## src/verilog/ccm_pkg.sv

```systemverilog
// Package for the capture/compare mode-select block: mode register layout,
// reset values and the decoded mode enumeration.
// Assumes a single 100 MHz system clock domain.
package ccm_pkg;
	// Bit positions in capture_compare_mode_n (bit7 down to bit0)
	localparam int WIDE_BIT = 7;
	localparam int COMP_BIT = 6;
	localparam int POSCAP_BIT = 5;
	localparam int NEGCAP_BIT = 4;
	localparam int MATCH_BIT = 3;
	localparam int TOGGLE_BIT = 2;
	localparam int PWM_BIT = 1;
	localparam int IRQEN_BIT = 0;
	localparam logic [7:0] MODE_RESET = 8'h00;
	localparam int NUM_MODULES = 3;

	// Decoded fields of one mode register
	typedef struct packed {
		logic wide_modulation_select;
		logic comparator_enable;
		logic positive_capture_enable;
		logic negative_capture_enable;
		logic match_enable;
		logic toggle_enable;
		logic pulse_width_enable;
		logic module_interrupt_enable;
	} mode_reg_type;

	typedef enum logic [3:0] {
		MODE_INACTIVE,
		MODE_CAP_RISE,
		MODE_CAP_FALL,
		MODE_CAP_ANY,
		MODE_SW_TIMER,
		MODE_HS_OUTPUT,
		MODE_FREQ_OUTPUT,
		MODE_PWM8,
		MODE_WIDE_MODULATION_SELECT
	} op_mode_type;

	// Per-module activity summary handed to the data path
	typedef struct packed {
		logic capture_active;
		logic compare_active;
		logic pwm_active;
		logic wide_pwm;
	} activity_type;
endpackage : ccm_pkg
```

## src/verilog/capture_compare_mode_select.sv

```systemverilog
// Mode selection and interrupt gating for a set of capture/compare modules.
// Assumes register writes arrive as a write strobe, module index and data,
// and the shared data path reports each module's match event.
`timescale 1ns/1ps
`default_nettype none
// Overview of operation
// - Every module picks its own mode independently
// - Mode register bits 7 to 1 decoded to pick operation
// - Interrupt enable lets event flag request interrupt
// - Global and array enables also required
// - Rising-edge capture on positive field alone
// - Falling-edge capture on negative field alone
// - Both capture fields capture any transition
// - Comparator plus match gives software timer
// - Comparator, match, toggle give high-speed output
// - Comparator, toggle, pulse-width give frequency output
// - Comparator and pulse-width give 8-bit modulation
// - Adding wide select gives 16-bit modulation
module capture_compare_mode_select (
	// Clock and reset
	input wire logic mclk,
	input wire logic nrst,
	// Mode register port
	input wire logic reg_write,
	input wire logic [1:0] reg_index,
	input wire logic [7:0] reg_wdata,
	output logic [7:0] reg_rdata_ff,
	// Flag clear from software, one bit per module
	input wire logic [ccm_pkg::NUM_MODULES-1:0] flag_clear,
	// Global enables
	input wire logic global_interrupt_enable,
	input wire logic counter_array_interrupt_enable,
	// Match events from the counter data path
	input wire logic [ccm_pkg::NUM_MODULES-1:0] match_event,
	// External pins
	input wire logic [ccm_pkg::NUM_MODULES-1:0] module_external_pin,
	// Status outputs
	output logic [ccm_pkg::NUM_MODULES-1:0] capture_strobe_ff,
	output logic [ccm_pkg::NUM_MODULES-1:0] module_event_flag_ff,
	output logic [ccm_pkg::NUM_MODULES-1:0] compare_active_ff,
	output logic [ccm_pkg::NUM_MODULES-1:0] pwm_active_ff,
	output logic [ccm_pkg::NUM_MODULES-1:0] wide_pwm_ff,
	output logic interrupt_request_ff
);
	import ccm_pkg::*;

	mode_reg_type mode_ff [NUM_MODULES];
	op_mode_type op_mode [NUM_MODULES];
	logic [NUM_MODULES-1:0] rise;
	logic [NUM_MODULES-1:0] fall;
	logic [NUM_MODULES-1:0] nxt_capture;
	logic [NUM_MODULES-1:0] nxt_event;
	logic [NUM_MODULES-1:0] nxt_flag;
	activity_type act [NUM_MODULES];
	logic nxt_irq;

	// Map a decoded mode to data-path activity
	function automatic activity_type activity_of(input op_mode_type m);
		activity_type a;
		a = '0;
		case (m)
			MODE_CAP_RISE, MODE_CAP_FALL, MODE_CAP_ANY: a.capture_active = 1'b1;
			MODE_SW_TIMER, MODE_HS_OUTPUT, MODE_FREQ_OUTPUT:
				a.compare_active = 1'b1;
			MODE_PWM8: a.pwm_active = 1'b1;
			MODE_WIDE_MODULATION_SELECT: begin
				a.pwm_active = 1'b1;
				a.wide_pwm = 1'b1;
			end
			default: a = '0;
		endcase
		return a;
	endfunction : activity_of

	// One decoder and edge detector per module, each on its own register
	for (genvar i = 0; i < NUM_MODULES; i++) begin : g_mod
		ccm_mode_decode u_dec (
			.mode_reg(mode_ff[i]),
			.op_mode(op_mode[i])
		);
		ccm_edge_detect u_edge (
			.mclk(mclk),
			.nrst(nrst),
			.pin_in(module_external_pin[i]),
			.rise(rise[i]),
			.fall(fall[i])
		);
		assign act[i] = activity_of(op_mode[i]);
	end

	// Mode registers; each module written alone
	always_ff @(posedge mclk or negedge nrst) begin
		if (!nrst) begin
			for (int i = 0; i < NUM_MODULES; i++) mode_ff[i] <= MODE_RESET;
		end else if (reg_write && reg_index < 2'(NUM_MODULES)) begin
			mode_ff[reg_index] <= mode_reg_type'(reg_wdata);
		end
	end

	// Read-back of the selected mode register, zero for unmapped index
	always_ff @(posedge mclk or negedge nrst) begin
		if (!nrst) reg_rdata_ff <= 8'h00;
		else if (reg_index < 2'(NUM_MODULES)) reg_rdata_ff <= mode_ff[reg_index];
		else reg_rdata_ff <= 8'h00;
	end

	// Capture selection by edge and mode; events per module
	always_comb begin
		for (int i = 0; i < NUM_MODULES; i++) begin
			case (op_mode[i])
				MODE_CAP_RISE: nxt_capture[i] = rise[i];
				MODE_CAP_FALL: nxt_capture[i] = fall[i];
				MODE_CAP_ANY: nxt_capture[i] = rise[i] | fall[i];
				default: nxt_capture[i] = 1'b0;
			endcase
			// Match only counts in compare or modulation modes
			nxt_event[i] = nxt_capture[i] |
				(match_event[i] & (act[i].compare_active | act[i].pwm_active));
			// Set wins over a clear in the same cycle
			nxt_flag[i] = nxt_event[i] |
				(module_event_flag_ff[i] & ~flag_clear[i]);
		end
	end

	// Capture strobes, one cycle per captured edge
	always_ff @(posedge mclk or negedge nrst) begin
		if (!nrst) capture_strobe_ff <= '0;
		else capture_strobe_ff <= nxt_capture;
	end

	// Sticky event flags
	always_ff @(posedge mclk or negedge nrst) begin
		if (!nrst) module_event_flag_ff <= '0;
		else module_event_flag_ff <= nxt_flag;
	end

	// Activity outputs to the data path
	always_ff @(posedge mclk or negedge nrst) begin
		if (!nrst) begin
			compare_active_ff <= '0;
			pwm_active_ff <= '0;
			wide_pwm_ff <= '0;
		end else begin
			for (int i = 0; i < NUM_MODULES; i++) begin
				compare_active_ff[i] <= act[i].compare_active;
				pwm_active_ff[i] <= act[i].pwm_active;
				wide_pwm_ff[i] <= act[i].wide_pwm;
			end
		end
	end

	// Interrupt: per-module enable gated by both global enables
	always_comb begin
		nxt_irq = 1'b0;
		for (int i = 0; i < NUM_MODULES; i++)
			nxt_irq = nxt_irq | (module_event_flag_ff[i] &
				mode_ff[i].module_interrupt_enable);
		nxt_irq = nxt_irq & global_interrupt_enable &
			counter_array_interrupt_enable;
	end

	always_ff @(posedge mclk or negedge nrst) begin
		if (!nrst) interrupt_request_ff <= 1'b0;
		else interrupt_request_ff <= nxt_irq;
	end
endmodule : capture_compare_mode_select
`default_nettype wire

```

## src/verilog/ccm_edge_detect.sv

```systemverilog
// Edge detector for a module's external pin, used by capture modes.
// Assumes the pin is already synchronous to mclk.
`timescale 1ns/1ps
`default_nettype none
module ccm_edge_detect (
	// Clock and reset
	input wire logic mclk,
	input wire logic nrst,
	// Pin sample and edges
	input wire logic pin_in,
	output logic rise,
	output logic fall
);
	logic prev_ff;

	// Previous pin level
	always_ff @(posedge mclk or negedge nrst) begin
		if (!nrst) prev_ff <= 1'b0;
		else prev_ff <= pin_in;
	end

	assign rise = pin_in & ~prev_ff;
	assign fall = ~pin_in & prev_ff;
endmodule : ccm_edge_detect
`default_nettype wire

```

## src/verilog/ccm_mode_decode.sv

```systemverilog
// Combinational mode decoder for one capture/compare module.
// Assumes the mode register is already held in flip-flops upstream.
`timescale 1ns/1ps
`default_nettype none
module ccm_mode_decode (
	// Register contents
	input wire ccm_pkg::mode_reg_type mode_reg,
	// Decoded mode
	output var ccm_pkg::op_mode_type op_mode
);
	import ccm_pkg::*;

	// Bits 7 to 1 decoded as one, interrupt enable bit ignored; unlisted codes fall to inactive
	always_comb begin
		op_mode = MODE_INACTIVE;
		if (mode_reg.positive_capture_enable || mode_reg.negative_capture_enable) begin
			if (!mode_reg.match_enable && !mode_reg.toggle_enable &&
			    !mode_reg.pulse_width_enable) begin
				case ({mode_reg.positive_capture_enable,
				       mode_reg.negative_capture_enable})
					2'b10: op_mode = MODE_CAP_RISE;
					2'b01: op_mode = MODE_CAP_FALL;
					default: op_mode = MODE_CAP_ANY;
				endcase
			end
		end else if (mode_reg.comparator_enable) begin
			if (mode_reg.pulse_width_enable && mode_reg.toggle_enable)
				op_mode = MODE_FREQ_OUTPUT;
			else if (mode_reg.pulse_width_enable)
				op_mode = mode_reg.wide_modulation_select ? MODE_WIDE_MODULATION_SELECT
					: MODE_PWM8;
			else if (mode_reg.match_enable && mode_reg.toggle_enable)
				op_mode = MODE_HS_OUTPUT;
			else if (mode_reg.match_enable)
				op_mode = MODE_SW_TIMER;
		end
	end
endmodule : ccm_mode_decode
`default_nettype wire

```

## config.mk

```make
export PLATFORM = sky130hd
export DESIGN_NAME = capture_compare_mode_select
export DESIGN_NICKNAME = d
export VERILOG_FILES = /design/src/verilog/ccm_pkg.sv /design/src/verilog/capture_compare_mode_select.sv /design/src/verilog/ccm_edge_detect.sv /design/src/verilog/ccm_mode_decode.sv
export SDC_FILE = /design/constraint.sdc
export NUM_CORES = 1
export LEC_CHECK = 0
export BUFFER_PORTS_ARGS = -buffer_cell sky130_fd_sc_hd__buf_4
export CORE_MARGIN = 3
export CORE_UTILIZATION = 40
export DETAILED_ROUTE_END_ITERATION = 8
export PLACE_DENSITY_LB_ADDON = 0.05
export REMOVE_ABC_BUFFERS = 1
export SLEW_MARGIN = 20
export SYNTH_ARGS = -nofsm -noshare
export SYNTH_HDL_FRONTEND = slang
export SYNTH_SLANG_ARGS = --single-unit
```

## constraint.sdc

```tcl
create_clock -name mclk -period 2.2 [get_ports mclk]
set_input_delay 0.11 -clock mclk [delete_from_list [all_inputs] [get_ports mclk]]
set_output_delay 0.11 -clock mclk [all_outputs]
set_load 0.01 [all_outputs]
```

## Yosys cells after proc, flatten, opt, wreduce, memory -nomap -nowiden

Index checks and enable logic that the tools add are counted.

| word-level totals | value |
|---|---|
| register bits after elaboration | 51 |
| bits of input ports | 24 |
| output and inout bits | 24 |

| cells by class | value |
|---|---|
| magnitude comparators | 3 |
| muxes and demuxes | 46 |
| bitwise logic cells | 41 |
| equal/unequal tests | 30 |
| reduce and logical (&&, ||, !) cells | 32 |

Operator list:

| operator | number |
|---|---|
| $mux W4 | 21 |
| $eq A4 B3 Y1 const B | 12 |
| $mux W8 | 4 |
| $bwmux W24 | 1 |
| $eq A4 B2 Y1 const B | 6 |
| $and A1 B1 Y1 | 17 |
| $bmux W8 S2 | 1 |
| $demux W8 S2 | 1 |
| $logic_and A1 B1 Y1 | 14 |
| $or A1 B1 Y1 | 14 |
| $eq A4 B1 Y1 const B | 3 |
| $eq A4 B4 Y1 const B | 3 |
| $pmux W2 S2 | 3 |
| $logic_not A1 Y1 | 9 |
| $mux W1 | 9 |
| $mux W3 | 3 |
| $not A1 Y1 | 9 |
| $pmux W1 S3 | 3 |
| $reduce_or A3 Y1 | 3 |
| $eq A2 B1 Y1 const B | 3 |
| $eq A2 B2 Y1 const B | 3 |
| $reduce_or A2 Y1 | 3 |
| $ge A3 B3 Y1 const B | 1 |
| $logic_or A1 B1 Y1 | 3 |
| other kinds (3) | 3 |

## Logic depth before layout (Yosys ltp)

Gate-level depths: netlist (run 1).

| logic depth | value |
|---|---|
| word-level depth | 13 |
| mapped depth | 6 |
| gate-level depth less buffers | 6 |

## Modules after synthesis

A second synthesis (run 1) with hierarchy kept.

| unflattened totals | value |
|---|---|
| cells, all modules | 184 |
| area total of the unflattened synthesis | 2292.2 µm² |

Modules (own cells, without submodules):

| module | area an instance (µm²) | times used | cells each |
|---|---|---|---|
| capture_compare_mode_select | 1901.8 | 1 | 133 |
| ccm_mode_decode | 90.1 | 3 | 14 |
| ccm_edge_detect | 40.0 | 3 | 3 |

## Worst setup path before layout (run 1)

Ideal clock, no wire load.

| timing | value |
|---|---|
| path kind | reg2reg |
| start | reg mode_ff[2] in the netlist's numbering |
| end | reg module_event_flag_ff[2] in the netlist's numbering |
| data required time | 2.069 ns |
| data arrival time | 1.469 ns |
| cell stages (with the launch flop) | 5 |
| clock period less this slack | 1.600 ns |
| path slack | 0.600 ns |
| buffers on the path | 0 |
| cells stage by stage | dfrtp_1 -> or4b_1 -> o211ai_1 -> a21oi_1 -> or3_1 |

| between the ends | value |
|---|---|
| word-level cells in the longest chain between the ends | 13 |
| elaborated cells between the ends (all ways) | 28 |
| those cells by class | eq/ne: 8; mux: 9; bitwise: 4; reduce/logical: 7 |

RTL lines:

| item | RTL line | text |
|---|---|---|
| from (decl) | capture_compare_mode_select.sv:47 | `mode_reg_type mode_ff [NUM_MODULES];` |
| from (signal, indexed assignment) | capture_compare_mode_select.sv:96 | `mode_ff[reg_index] <= mode_reg_type'(reg_wdata);` |
| $logic_and A1 B1 Y1 | ccm_mode_decode.sv:32 | `else if (mode_reg.match_enable && mode_reg.toggle_enable)` |
| $mux W4 | ccm_mode_decode.sv:32 |  |
| $mux W4 | ccm_mode_decode.sv:29 | `else if (mode_reg.pulse_width_enable)` |
| $mux W4 | ccm_mode_decode.sv:27 | `if (mode_reg.pulse_width_enable && mode_reg.toggle_enable)` |
| $mux W4 | ccm_mode_decode.sv:26 | `end else if (mode_reg.comparator_enable) begin` |
| $mux W4 * | ccm_mode_decode.sv:16 | `if (mode_reg.positive_capture_enable \|\| mode_reg.negative_capture_enable) begin` |
| $eq A4 B3 Y1 or $eq A4 B4 Y1 (tied branches) | capture_compare_mode_select.sv:61 | `case (m)` |
| $reduce_or A3 Y1 or $reduce_or A2 Y1 (tied branches) | n/a |  |
| $mux W1 | capture_compare_mode_select.sv:61 |  |
| $or A1 B1 Y1 | capture_compare_mode_select.sv:118 | `(match_event[i] & (act[i].compare_active \| act[i].pwm_active));` |
| $and A1 B1 Y1 | capture_compare_mode_select.sv:118 |  |
| $or A1 B1 Y1 * | capture_compare_mode_select.sv:117 | `nxt_event[i] = nxt_capture[i] \|` |
| $or A1 B1 Y1 * | capture_compare_mode_select.sv:120 | `nxt_flag[i] = nxt_event[i] \|` |
| named net nxt_flag[2] | capture_compare_mode_select.sv:53 | `logic [NUM_MODULES-1:0] nxt_flag;` |
| to (signal assigned) | capture_compare_mode_select.sv:134 | `else module_event_flag_ff <= nxt_flag;` |
| to (decl) | capture_compare_mode_select.sv:39 | `output logic [ccm_pkg::NUM_MODULES-1:0] module_event_flag_ff,` |

The timed path passes the listed nets; every way through them passes the cells marked *.
A chain may end at the register's enable or synchronous reset.

## Worst setup path after layout (run 1)

| timing | value |
|---|---|
| start | reg mode_ff[5] in the netlist's numbering |
| end | reg capture_strobe_ff[2] in the netlist's numbering |

| between the ends | value |
|---|---|
| word-level cells in the longest chain between the ends | 6 |
| elaborated cells between the ends (all ways) | 10 |
| those cells by class | eq/ne: 5; mux: 4; reduce/logical: 1 |

RTL lines:

| item | RTL line | text |
|---|---|---|
| $eq A2 B1 Y1 or $eq A2 B2 Y1 (tied branches) | ccm_mode_decode.sv:19 | `case ({mode_reg.positive_capture_enable,` |
| $pmux W2 S2 | ccm_mode_decode.sv:19 |  |
| $mux W4 | ccm_mode_decode.sv:17 | `if (!mode_reg.match_enable && !mode_reg.toggle_enable &&` |
| $mux W4 * | ccm_mode_decode.sv:16 |  |
| $eq A4 B2 Y1 or $eq A4 B1 Y1 (tied branches) | n/a |  |
| $pmux W1 S3 * | capture_compare_mode_select.sv:110 | `case (op_mode[i])` |
| named net nxt_capture[2] | capture_compare_mode_select.sv:51 | `logic [NUM_MODULES-1:0] nxt_capture;` |
| to (signal assigned) | capture_compare_mode_select.sv:128 | `else capture_strobe_ff <= nxt_capture;` |
| to (decl) | capture_compare_mode_select.sv:38 | `output logic [ccm_pkg::NUM_MODULES-1:0] capture_strobe_ff,` |

Marks and branches as above.

==> results of run 1 <==
cell type report:
type	count	area, sq um	area share, %
clock buffer	5	68.82	2.427
multi-input combinational	117	908.4	32.04
sequential	51	1276	45.01
tap	70	87.58	3.089
inverter	9	33.78	1.192
timing repair buffer	51	392.9	13.86
clock inverter	3	67.56	2.383
layer usage:
metal  up-vias  share of wire (%)  global-route usage [%]
li1        748                  -                       -
met5         -                  0                       0
met2        32                 51                   29.47
met4         0                1.1                   6.081
met1       764                 44                   20.88
met3         5                3.6                   3.659
kinds of logic (layout without fill, tap and decap cells):
group / Yosys count / in the layout / synth area share, %
fa+ha+maj: 6 / 6 / 3.352
buf+inv: 14 / 68 / 2.458
flops: 51 / 51 / 56.98
mux: 34 / 34 / 16.54
simple gates: 57 / 57 / 14.41
compound gates: 20 / 20 / 6.257
registers in the layout (all words and copies together) (netlist names):
name,count
reg_rdata_ff,8
compare_active_ff,3
wide_pwm_ff,3
interrupt_request_ff,1
mode_ff,24
capture_strobe_ff,3
module_event_flag_ff,3
pwm_active_ff,3
g_mod.u_edge.prev_ff,3
cell usage after synthesis (2+ instances only):
library cell	number
a21oi_1	2
clkbuf_1	3
ha_1	6
o21ai_0	8
nor2_1	11
and2_1	3
inv_1	9
mux2_2	17
a221o_1	2
dfrtp_1	51
nor2b_1	7
nand3b_1	2
mux2_1	7
buf_2	2
nand2_1	14
nand4_1	2
or3_1	4
nor3b_1	3
mux2i_1	10
final timing paths:
check	start	slack, ns	to	cells after the start
max	mode_ff[5]$_DFFE_PN0P_	0.49	capture_strobe_ff[2]$_DFF_PN0_	4
min	global_interrupt_enable	0.02	interrupt_request_ff$_DFF_PN0_	3
max reg2reg	mode_ff[5]$_DFFE_PN0P_	0.49	capture_strobe_ff[2]$_DFF_PN0_	4
min reg2reg	mode_ff[0]$_DFFE_PN0P_	0.52	reg_rdata_ff[0]$_DFF_PN0_	2
max in group asynchronous	nrst	1.41	mode_ff[9]$_DFFE_PN0P_	2
min in group asynchronous	nrst	0.36	reg_rdata_ff[7]$_DFF_PN0_	2
worst min-delay path, stage by stage:
cell	delay [ns]
buf_4	0.11
nand2_1	0.04
nor2_1	0.03
per-stage QoR:
step | instance area, sq um | hold slack [ns] | total power (W) | util [%] | worst slack, ns
5_1_grt | 2835 | 0.03005 | 0.002582 | 53.80 | 0.3414
6_report | 2835 | 0.01848 | 0.002445 | 53.80 | 0.4855
3_3_place_gp | 2659 | 0.1622 | 0.001682 | 50.45 | 0.5220
2_1_floorplan | 2218 | -0.1856 | 0.001452 | - | 0.5997
4_1_cts | 2835 | 0.004975 | 0.002471 | 53.80 | 0.4849
3_5_place_dp | 2659 | 0.1776 | 0.001698 | 50.45 | 0.5066
power groups by stage:
stage,Combinational (W),Clock (W),Sequential (W)
floorplan,0.000227,0,0.00122
global placement,0.000450,0,0.00123
detailed placement,0.000459,0,0.00124
CTS,0.000466,0.000784,0.00122
global route,0.000512,0.000824,0.00125
finish,0.000458,0.000765,0.00122
==> impl_metrics.env, run 1 <==
export IMPL_hold_viol=0
export IMPL_p_int_w=0.001788
export IMPL_critPathKind="reg -> reg"
export IMPL_power_density_mw_per_mm2=862.5
export IMPL_synth_warnings=0
export IMPL_antenna_found_initial=0
export IMPL_ys_types=38
export IMPL_crit_path_max_fanout=7
export IMPL_status="finished clean"
export IMPL_clockBufferDepth=2
export IMPL_hpwl_mm=3.654
export IMPL_core_area_sq_mm=0.005270
export IMPL_dr_pass1_iters=4
export IMPL_syn_to_final_growth_pct=26.59
export IMPL_post_cts_resize_count=0
export IMPL_synth_top_area_share_pct=56.98
export IMPL_leakage_nw=1.360
export IMPL_fillers=461
export IMPL_setup_viol_count_final=0
export IMPL_netlist_instances=182
export IMPL_path_clk_slew_ns=0.09
export IMPL_rows=26
export IMPL_cp_end_kind="flop"
export IMPL_route_antenna_remaining_nets=0
export IMPL_vias=1549
export IMPL_crit_buf_inv=0
export IMPL_async_reset_ff_share_pct=100.0
export IMPL_critical_path_arrival_ns=1.90
export IMPL_tritoncts="built"
export IMPL_drtIter0Drc=69
export IMPL_finalSetupTns_ns=0
export IMPL_die_x_um=80.83
export IMPL_grt_overflow_total=0
export IMPL_vias_per_cell=5.062
export IMPL_boundaryPins=48
export IMPL_p_sw_share_pct=26.87
export IMPL_layout_drive_gt1_share_pct=32.63
export IMPL_skew_ns=0.002585
export IMPL_p_clk_share_pct=31.3
export IMPL_cts_buffers_inserted=5
export IMPL_hold_path_class="in -> reg"
export IMPL_post_place_cells=294
export IMPL_clock_latency_ns=0.30
export IMPL_start_util_pct=42.50
export IMPL_slew_headroom_pct=46.70
export IMPL_postCtsSetupRepairBufs=0
export IMPL_avgSynthCellArea_sq_um=12.31
export IMPL_drv_slew=0
export IMPL_timing_fmax_ghz=0.5833
export IMPL_ys_flop_type="dfrtp_1"
export IMPL_routabilityCongestion=0.7963
export IMPL_synth_area_leader_cell="dfrtp_1"
export IMPL_synth_seq_area_share_pct=56.98
export IMPL_layout_commonest_cell="dfrtp_1"
export IMPL_synth_area_leaders="dfrtp_1 (57%), mux2_2 (8.5%), mux2i_1 (4.5%), mux2_1 (3.5%), ha_1 (3.4%)"
export IMPL_drv_cap=0
export IMPL_clock_root_buffer="clkbuf_8"
export IMPL_sequentialPowerShare_pct=50.0
export IMPL_post_route_drc_count=0
export IMPL_slowest_delay_ns=0.50
export IMPL_num_antenna_cells=0
export IMPL_grt_max_degree=52
export IMPL_worstPathCellList="or3b_1 > o211ai_1 > a21oi_1 > or3_1"
export IMPL_period_share_pct=77.93
export IMPL_hold_buffers=4
export IMPL_final_cell_mix="dfrtp_1 (51), buf_4 (47), mux2_2 (17), nand2_1 (14), nor2_1 (11)"
export IMPL_grt_pass1_wl_mm=8.231
export IMPL_grtUsageTotal_pct=17.03
export IMPL_portBuffers=47
export IMPL_htreeDepth=2
export IMPL_die_h_um=80.83
export IMPL_avgRoutedWirePerCell_um=16.19
export IMPL_irDropWorstVdd_mv=0.4099
export IMPL_timing_final_crit_period_ns=1.714
export IMPL_critical_path_top_delay_family="simple AND/OR/NAND/NOR gates"
export IMPL_grt_pass1_vias=1636
export IMPL_rsz0062_at_grt="false"
export IMPL_fin_cells=306
export IMPL_synth_edff_count=0
export IMPL_syn_area_sq_mm=0.002240
export IMPL_worst_pin_slew_ns=0.7960
export IMPL_pwr_share_comb_pct=18.7
export IMPL_clkSinkCount=51
export IMPL_start_kind="flop"
export IMPL_cp_required_ns=2.39
export IMPL_nNetsFinal=265
export IMPL_switching_power_w=0.0006571
export IMPL_cp_slowest_cell="or3b_1"
export IMPL_synth_seq_cells=51
export IMPL_design_die_area_sq_mm=0.006533
export IMPL_wirelength_mm=4.953
No activity file was read; power rests on OpenSTA's default activity.
==> run 2: changes to the inputs <==
clock period = 1.7 ns   (was 2.2 ns; I/O delays follow)
==> run 2 against run 1 <==
Net effect:
- sequential power grew 28%
- utilization grew 1.8 points
- largest cell class unchanged
- die area is the same
- setup slack lost 0.40 ns
- total power grew 27%
- clock skew grew 0.0065 ns
==> impl_metrics.env, run 2 (synthesized netlist as in run 1, its figures left out) <==
export IMPL_status="finished clean"
export IMPL_num_antenna_cells=0
export IMPL_postCtsSetupRepairBufs=0
export IMPL_grt_max_degree=52
export IMPL_route_antenna_remaining_nets=0
export IMPL_cts_buffers_inserted=5
export IMPL_dr_pass1_iters=4
export IMPL_timing_fmax_ghz=0.6197
export IMPL_antenna_found_initial=0
export IMPL_hold_path_class="in -> reg"
export IMPL_path_clk_slew_ns=0.09
export IMPL_portBuffers=47
export IMPL_grt_pass1_vias=1644
export IMPL_regMostFlops="mode_ff"
export IMPL_power_density_mw_per_mm2=1059
export IMPL_layout_commonest_cell="buf_4"
export IMPL_worst_slack_ns=0.08629
export IMPL_drv_cap=0
export IMPL_rows=26
export IMPL_cp_end_kind="flop"
export IMPL_slew_headroom_pct=57.33
export IMPL_die_x_um=80.83
export IMPL_setup_viol_count_final=0
export IMPL_tritoncts="built"
export IMPL_cp_required_ns=1.88
export IMPL_drtIter0Drc=124
export IMPL_pre_cts_slack_ns=0.04522
export IMPL_design_die_area_sq_mm=0.006533
export IMPL_boundaryPins=48
export IMPL_clkSinkCount=51
export IMPL_rsz0062_at_grt="false"
export IMPL_irDropWorstVdd_mv=0.4219
export IMPL_worst_pin_slew_ns=0.6400
export IMPL_critPathKind="reg -> reg"
export IMPL_die_h_um=80.83
export IMPL_start_util_pct=42.50
export IMPL_avgRoutedWirePerCell_um=16.00
export IMPL_r2r_slack_ns=0.09
export IMPL_vias=1604
export IMPL_start_kind="flop"
export IMPL_leakage_nw=1.416
export IMPL_drv_slew=0
export IMPL_hpwl_mm=3.769
export IMPL_final_cell_mix="buf_4 (57), dfrtp_1 (50), mux2_2 (17), nand2_1 (14), nor2_1 (11)"
export IMPL_period_share_pct=94.92
export IMPL_top_regs="mode_ff x24, reg_rdata_ff x8"
export IMPL_largest_register_ffs=24
export IMPL_grt_overflow_total=0
export IMPL_wirelength_mm=5.105
export IMPL_syn_to_final_growth_pct=30.78
export IMPL_vias_per_cell=5.028
export IMPL_nNetsFinal=278
export IMPL_clock_root_buffer="clkbuf_8"
export IMPL_core_area_sq_mm=0.005270
export IMPL_crit_path_max_fanout=6
export IMPL_timing_final_crit_period_ns=1.614
export IMPL_htreeDepth=2
export IMPL_critical_path_arrival_ns=1.79
export IMPL_grt_pass1_wl_mm=8.114
export IMPL_grtUsageTotal_pct=16.53
export IMPL_layout_drive_gt1_share_pct=36.55
export IMPL_skew_ns=0.009060
export IMPL_routabilityCongestion=0.8060
export IMPL_post_route_drc_count=0
export IMPL_finalSetupTns_ns=0
export IMPL_hold_viol=0
export IMPL_clockBufferDepth=2
export IMPL_clock_latency_ns=0.31
[run 2: final timing paths]
| kind | startpoint | to | cells past startpoint |
|---|---|---|---|
| setup / recovery | mode_ff[1]$_DFFE_PN0P_ | capture_strobe_ff[2]$_DFF_PN0_ | 4 |
| hold / removal | match_event[0] | module_event_flag_ff[0]$_DFF_PN0_ | 3 |
| setup reg to reg | mode_ff[1]$_DFFE_PN0P_ | capture_strobe_ff[2]$_DFF_PN0_ | 4 |
| hold reg to reg | mode_ff[15]$_DFFE_PN0P_ | wide_pwm_ff[1]$_DFF_PN0_ | 1 |
| max in group asynchronous | nrst | mode_ff[1]$_DFFE_PN0P_ | 2 |
| min in group asynchronous | nrst | wide_pwm_ff[1]$_DFF_PN0_ | 2 |
[run 2: area by class of cell]
cell class / instances / area (sq um)
repair buffers: 64 / 498.0
multi-input cells: 117 / 919.6
well taps: 70 / 87.58
flip-flops and latches: 51 / 1277
fillers: 462 / 2341
clock inverters: 3 / 43.79
clock buffers: 5 / 68.82
inverters: 9 / 33.78
[run 2: what timing repair did]
item	4_1_cts	5_1_grt
endpoints found under the setup margin	0	3
gates resized for setup	0	4
hold endpoints to repair	56	0
hold buffers	7	0
[run 2: worst max-delay path, cell delays in order, from the launching register on]
cell and delay [ns]:
dfrtp_2 0.45, or4b_4 0.50, o211ai_1 0.11, a21oi_1 0.06, or3_1 0.37
[run 2: report_power, final]
group / internal [W] / switching, W / leakage (nW)
registers: 0.00140 / 0.000157 / 0.637
clock network: 0.000439 / 0.000405 / 0.0581
logic: 0.000387 / 0.000316 / 0.720
[run 2: metrics by stage]
stage | cells | hold slack [ns] | util, % | total power [W] | instance area (sq um)
after floorplan | 177 | -0.2106 | - | 0.001879 | 2218
after global placement | 304 | 0.1419 | 51.88 | 0.002243 | 2734
after detailed placement | 304 | 0.1565 | 51.88 | 0.002264 | 2734
after CTS | 319 | 0.02023 | 55.34 | 0.003118 | 2917
after global routing | 319 | 0.02237 | 55.58 | 0.003270 | 2929
final | 319 | 0.03023 | 55.58 | 0.003103 | 2929
[run 2: metal layers]
layer,vias to the layer above,GRT usage [%],part of all wire [%],wire (um)
met1,790,20.79,44,2230
met5,-,0,0,0
li1,772,-,-,-
met4,0,5.236,0.69,35
met2,38,27.91,50,2575
met3,4,4.102,5.2,263
==> run 3: changes to the inputs <==
clock period = 1.95 ns   (was 1.7 ns; I/O delays follow)
==> run 3 against run 2 <==
Net effect:
- clock power fell by 34%
- count of clock-buffer cells in the layout unchanged
- worst hold slack got worse by 0.016 ns
- utilization decreased by 2.6 points
- critical path type unchanged
- critical endpoint is now module_event_flag_ff[2]$_DFF_PN0_
- highest routed layer unchanged
==> impl_metrics.env, run 3 (synthesized netlist as in run 1, its figures left out) <==
export IMPL_status="finished clean"
export IMPL_skew_ns=0.002724
export IMPL_hold_viol=0
export IMPL_nNetsFinal=267
export IMPL_hpwl_mm=3.609
export IMPL_boundaryPins=48
export IMPL_final_cell_mix="dfrtp_1 (51), buf_4 (49), mux2_2 (17), nand2_1 (14), nor2_1 (11)"
export IMPL_post_route_drc_count=0
export IMPL_irDropWorstVdd_mv=0.4638
export IMPL_route_antenna_remaining_nets=0
export IMPL_rsz0062_at_grt="false"
export IMPL_fillers=482
export IMPL_setup_viol_count_final=0
export IMPL_layout_drive_gt1_share_pct=32.63
export IMPL_grtUsageTotal_pct=15.63
export IMPL_clock_latency_ns=0.29
export IMPL_period_share_pct=90.07
export IMPL_worst_pin_slew_ns=0.6306
export IMPL_grt_max_degree=52
export IMPL_r2r_slack_ns=0.19
export IMPL_power_density_mw_per_mm2=879.3
export IMPL_slowest_delay_ns=0.60
export IMPL_cp_end_kind="flop"
export IMPL_htreeDepth=2
export IMPL_rows=26
export IMPL_grt_pass1_wl_mm=7.665
export IMPL_design_die_area_sq_mm=0.006533
export IMPL_timing_fmax_ghz=0.5693
export IMPL_stdcell_area_sq_mm=0.002790
export IMPL_drv_slew=0
export IMPL_top_regs="mode_ff x24, reg_rdata_ff x8"
export IMPL_critical_path_arrival_ns=1.93
export IMPL_cp_required_ns=2.12
export IMPL_hold_depth=3
export IMPL_worstPathCellList="or4b_1 > o211ai_1 > a21oi_1 > or3_1"
export IMPL_path_clk_slew_ns=0.08
export IMPL_clockBufferDepth=2
export IMPL_hold_path_class="in -> reg"
export IMPL_layout_commonest_cell="dfrtp_1"
export IMPL_antenna_found_initial=0
export IMPL_ff2ff_path_depth=4
export IMPL_clkSinkCount=51
export IMPL_syn_to_final_growth_pct=24.58
export IMPL_wirelength_mm=4.777
export IMPL_vias=1550
export IMPL_core_area_sq_mm=0.005270
export IMPL_timing_final_crit_period_ns=1.756
export IMPL_crit_path_max_fanout=7
export IMPL_slew_headroom_pct=57.87
export IMPL_num_antenna_cells=0
export IMPL_routabilityCongestion=0.7992
export IMPL_hold_buffers=4
export IMPL_placed_cell_area_sq_mm=0.002674
export IMPL_clock_root_buffer="clkbuf_8"
export IMPL_grt_overflow_total=0
export IMPL_cts_buffers_inserted=5
export IMPL_postCtsSetupRepairBufs=0
export IMPL_die_x_um=80.83
export IMPL_largest_register_ffs=24
export IMPL_tritoncts="built"
export IMPL_leakage_nw=1.342
export IMPL_finalSetupTns_ns=0
export IMPL_die_h_um=80.83
export IMPL_start_util_pct=42.50
export IMPL_regMostFlops="mode_ff"
export IMPL_drv_cap=0
export IMPL_post_cts_resize_count=0
export IMPL_portBuffers=47
export IMPL_avgRoutedWirePerCell_um=15.61
export IMPL_dr_pass1_iters=4
export IMPL_vias_per_cell=5.065
export IMPL_grt_pass1_vias=1569
export IMPL_cp_slowest_cell="or4b_1"
export IMPL_drtIter0Drc=42
export IMPL_start_kind="flop"
export IMPL_critPathKind="reg -> reg"
-- run 3: final timing paths --
check,to,start
max,module_event_flag_ff[2]$_DFF_PN0_,mode_ff[2]$_DFFE_PN0P_
min,interrupt_request_ff$_DFF_PN0_,global_interrupt_enable
max reg2reg,module_event_flag_ff[2]$_DFF_PN0_,mode_ff[2]$_DFFE_PN0P_
min reg2reg,reg_rdata_ff[6]$_DFF_PN0_,mode_ff[6]$_DFFE_PN0P_
max in group asynchronous,mode_ff[11]$_DFFE_PN0P_,nrst
min in group asynchronous,mode_ff[15]$_DFFE_PN0P_,nrst
-- run 3: per-stage QoR --
stage | utilization [%] | instances | hold slack, ns | total power [W] | setup slack [ns]
floorplan | - | 177 | -0.1981 | 0.001638 | 0.3497
global placement | 50.74 | 296 | 0.1497 | 0.001905 | 0.3026
detailed placement | 50.74 | 296 | 0.1626 | 0.001924 | 0.2179
CTS | 52.94 | 306 | 0.004113 | 0.002487 | 0.2183
global route | 52.94 | 306 | 0.01657 | 0.002598 | 0.1271
finish | 52.94 | 306 | 0.01468 | 0.002453 | 0.1936
-- run 3: per-layer routing --
| layer | vias up | track usage [%] | wire length, um |
|---|---|---|---|
| li1 | 747 | - | - |
| met1 | 765 | 19.67 | 2137 |
| met3 | 9 | 2.993 | 152 |
| met2 | 29 | 26.44 | 2401 |
| met4 | 0 | 6.250 | 86 |
| met5 | - | 0 | 0 |
-- run 3: where the power goes --
part           total [W]  internal, W  switching [W]
clock           0.000556     0.000239       0.000317
sequential       0.00138      0.00122       0.000158
combinational   0.000521     0.000292       0.000229
-- run 3: area by class of cell --
cell class	count	area, sq um	share of cell area (%)
flip-flops and latches	51	1276	45.74
well taps	70	87.58	3.139
repair buffers	53	407.9	14.62
inverters	9	33.78	1.211
clock buffers	5	68.82	2.466
multi-input cells	117	908.4	32.56
clock inverters	1	7.507	0.2691
-- run 3: worst max-delay path, delay by kind of cell (launching register included) --
| family | cells | cell delay [ns] |
|---|---|---|
| AOI/OAI and AO/OA | 2 | 0.21 |
| and+or+nand+nor | 2 | 0.98 |
| DFF | 1 | 0.44 |
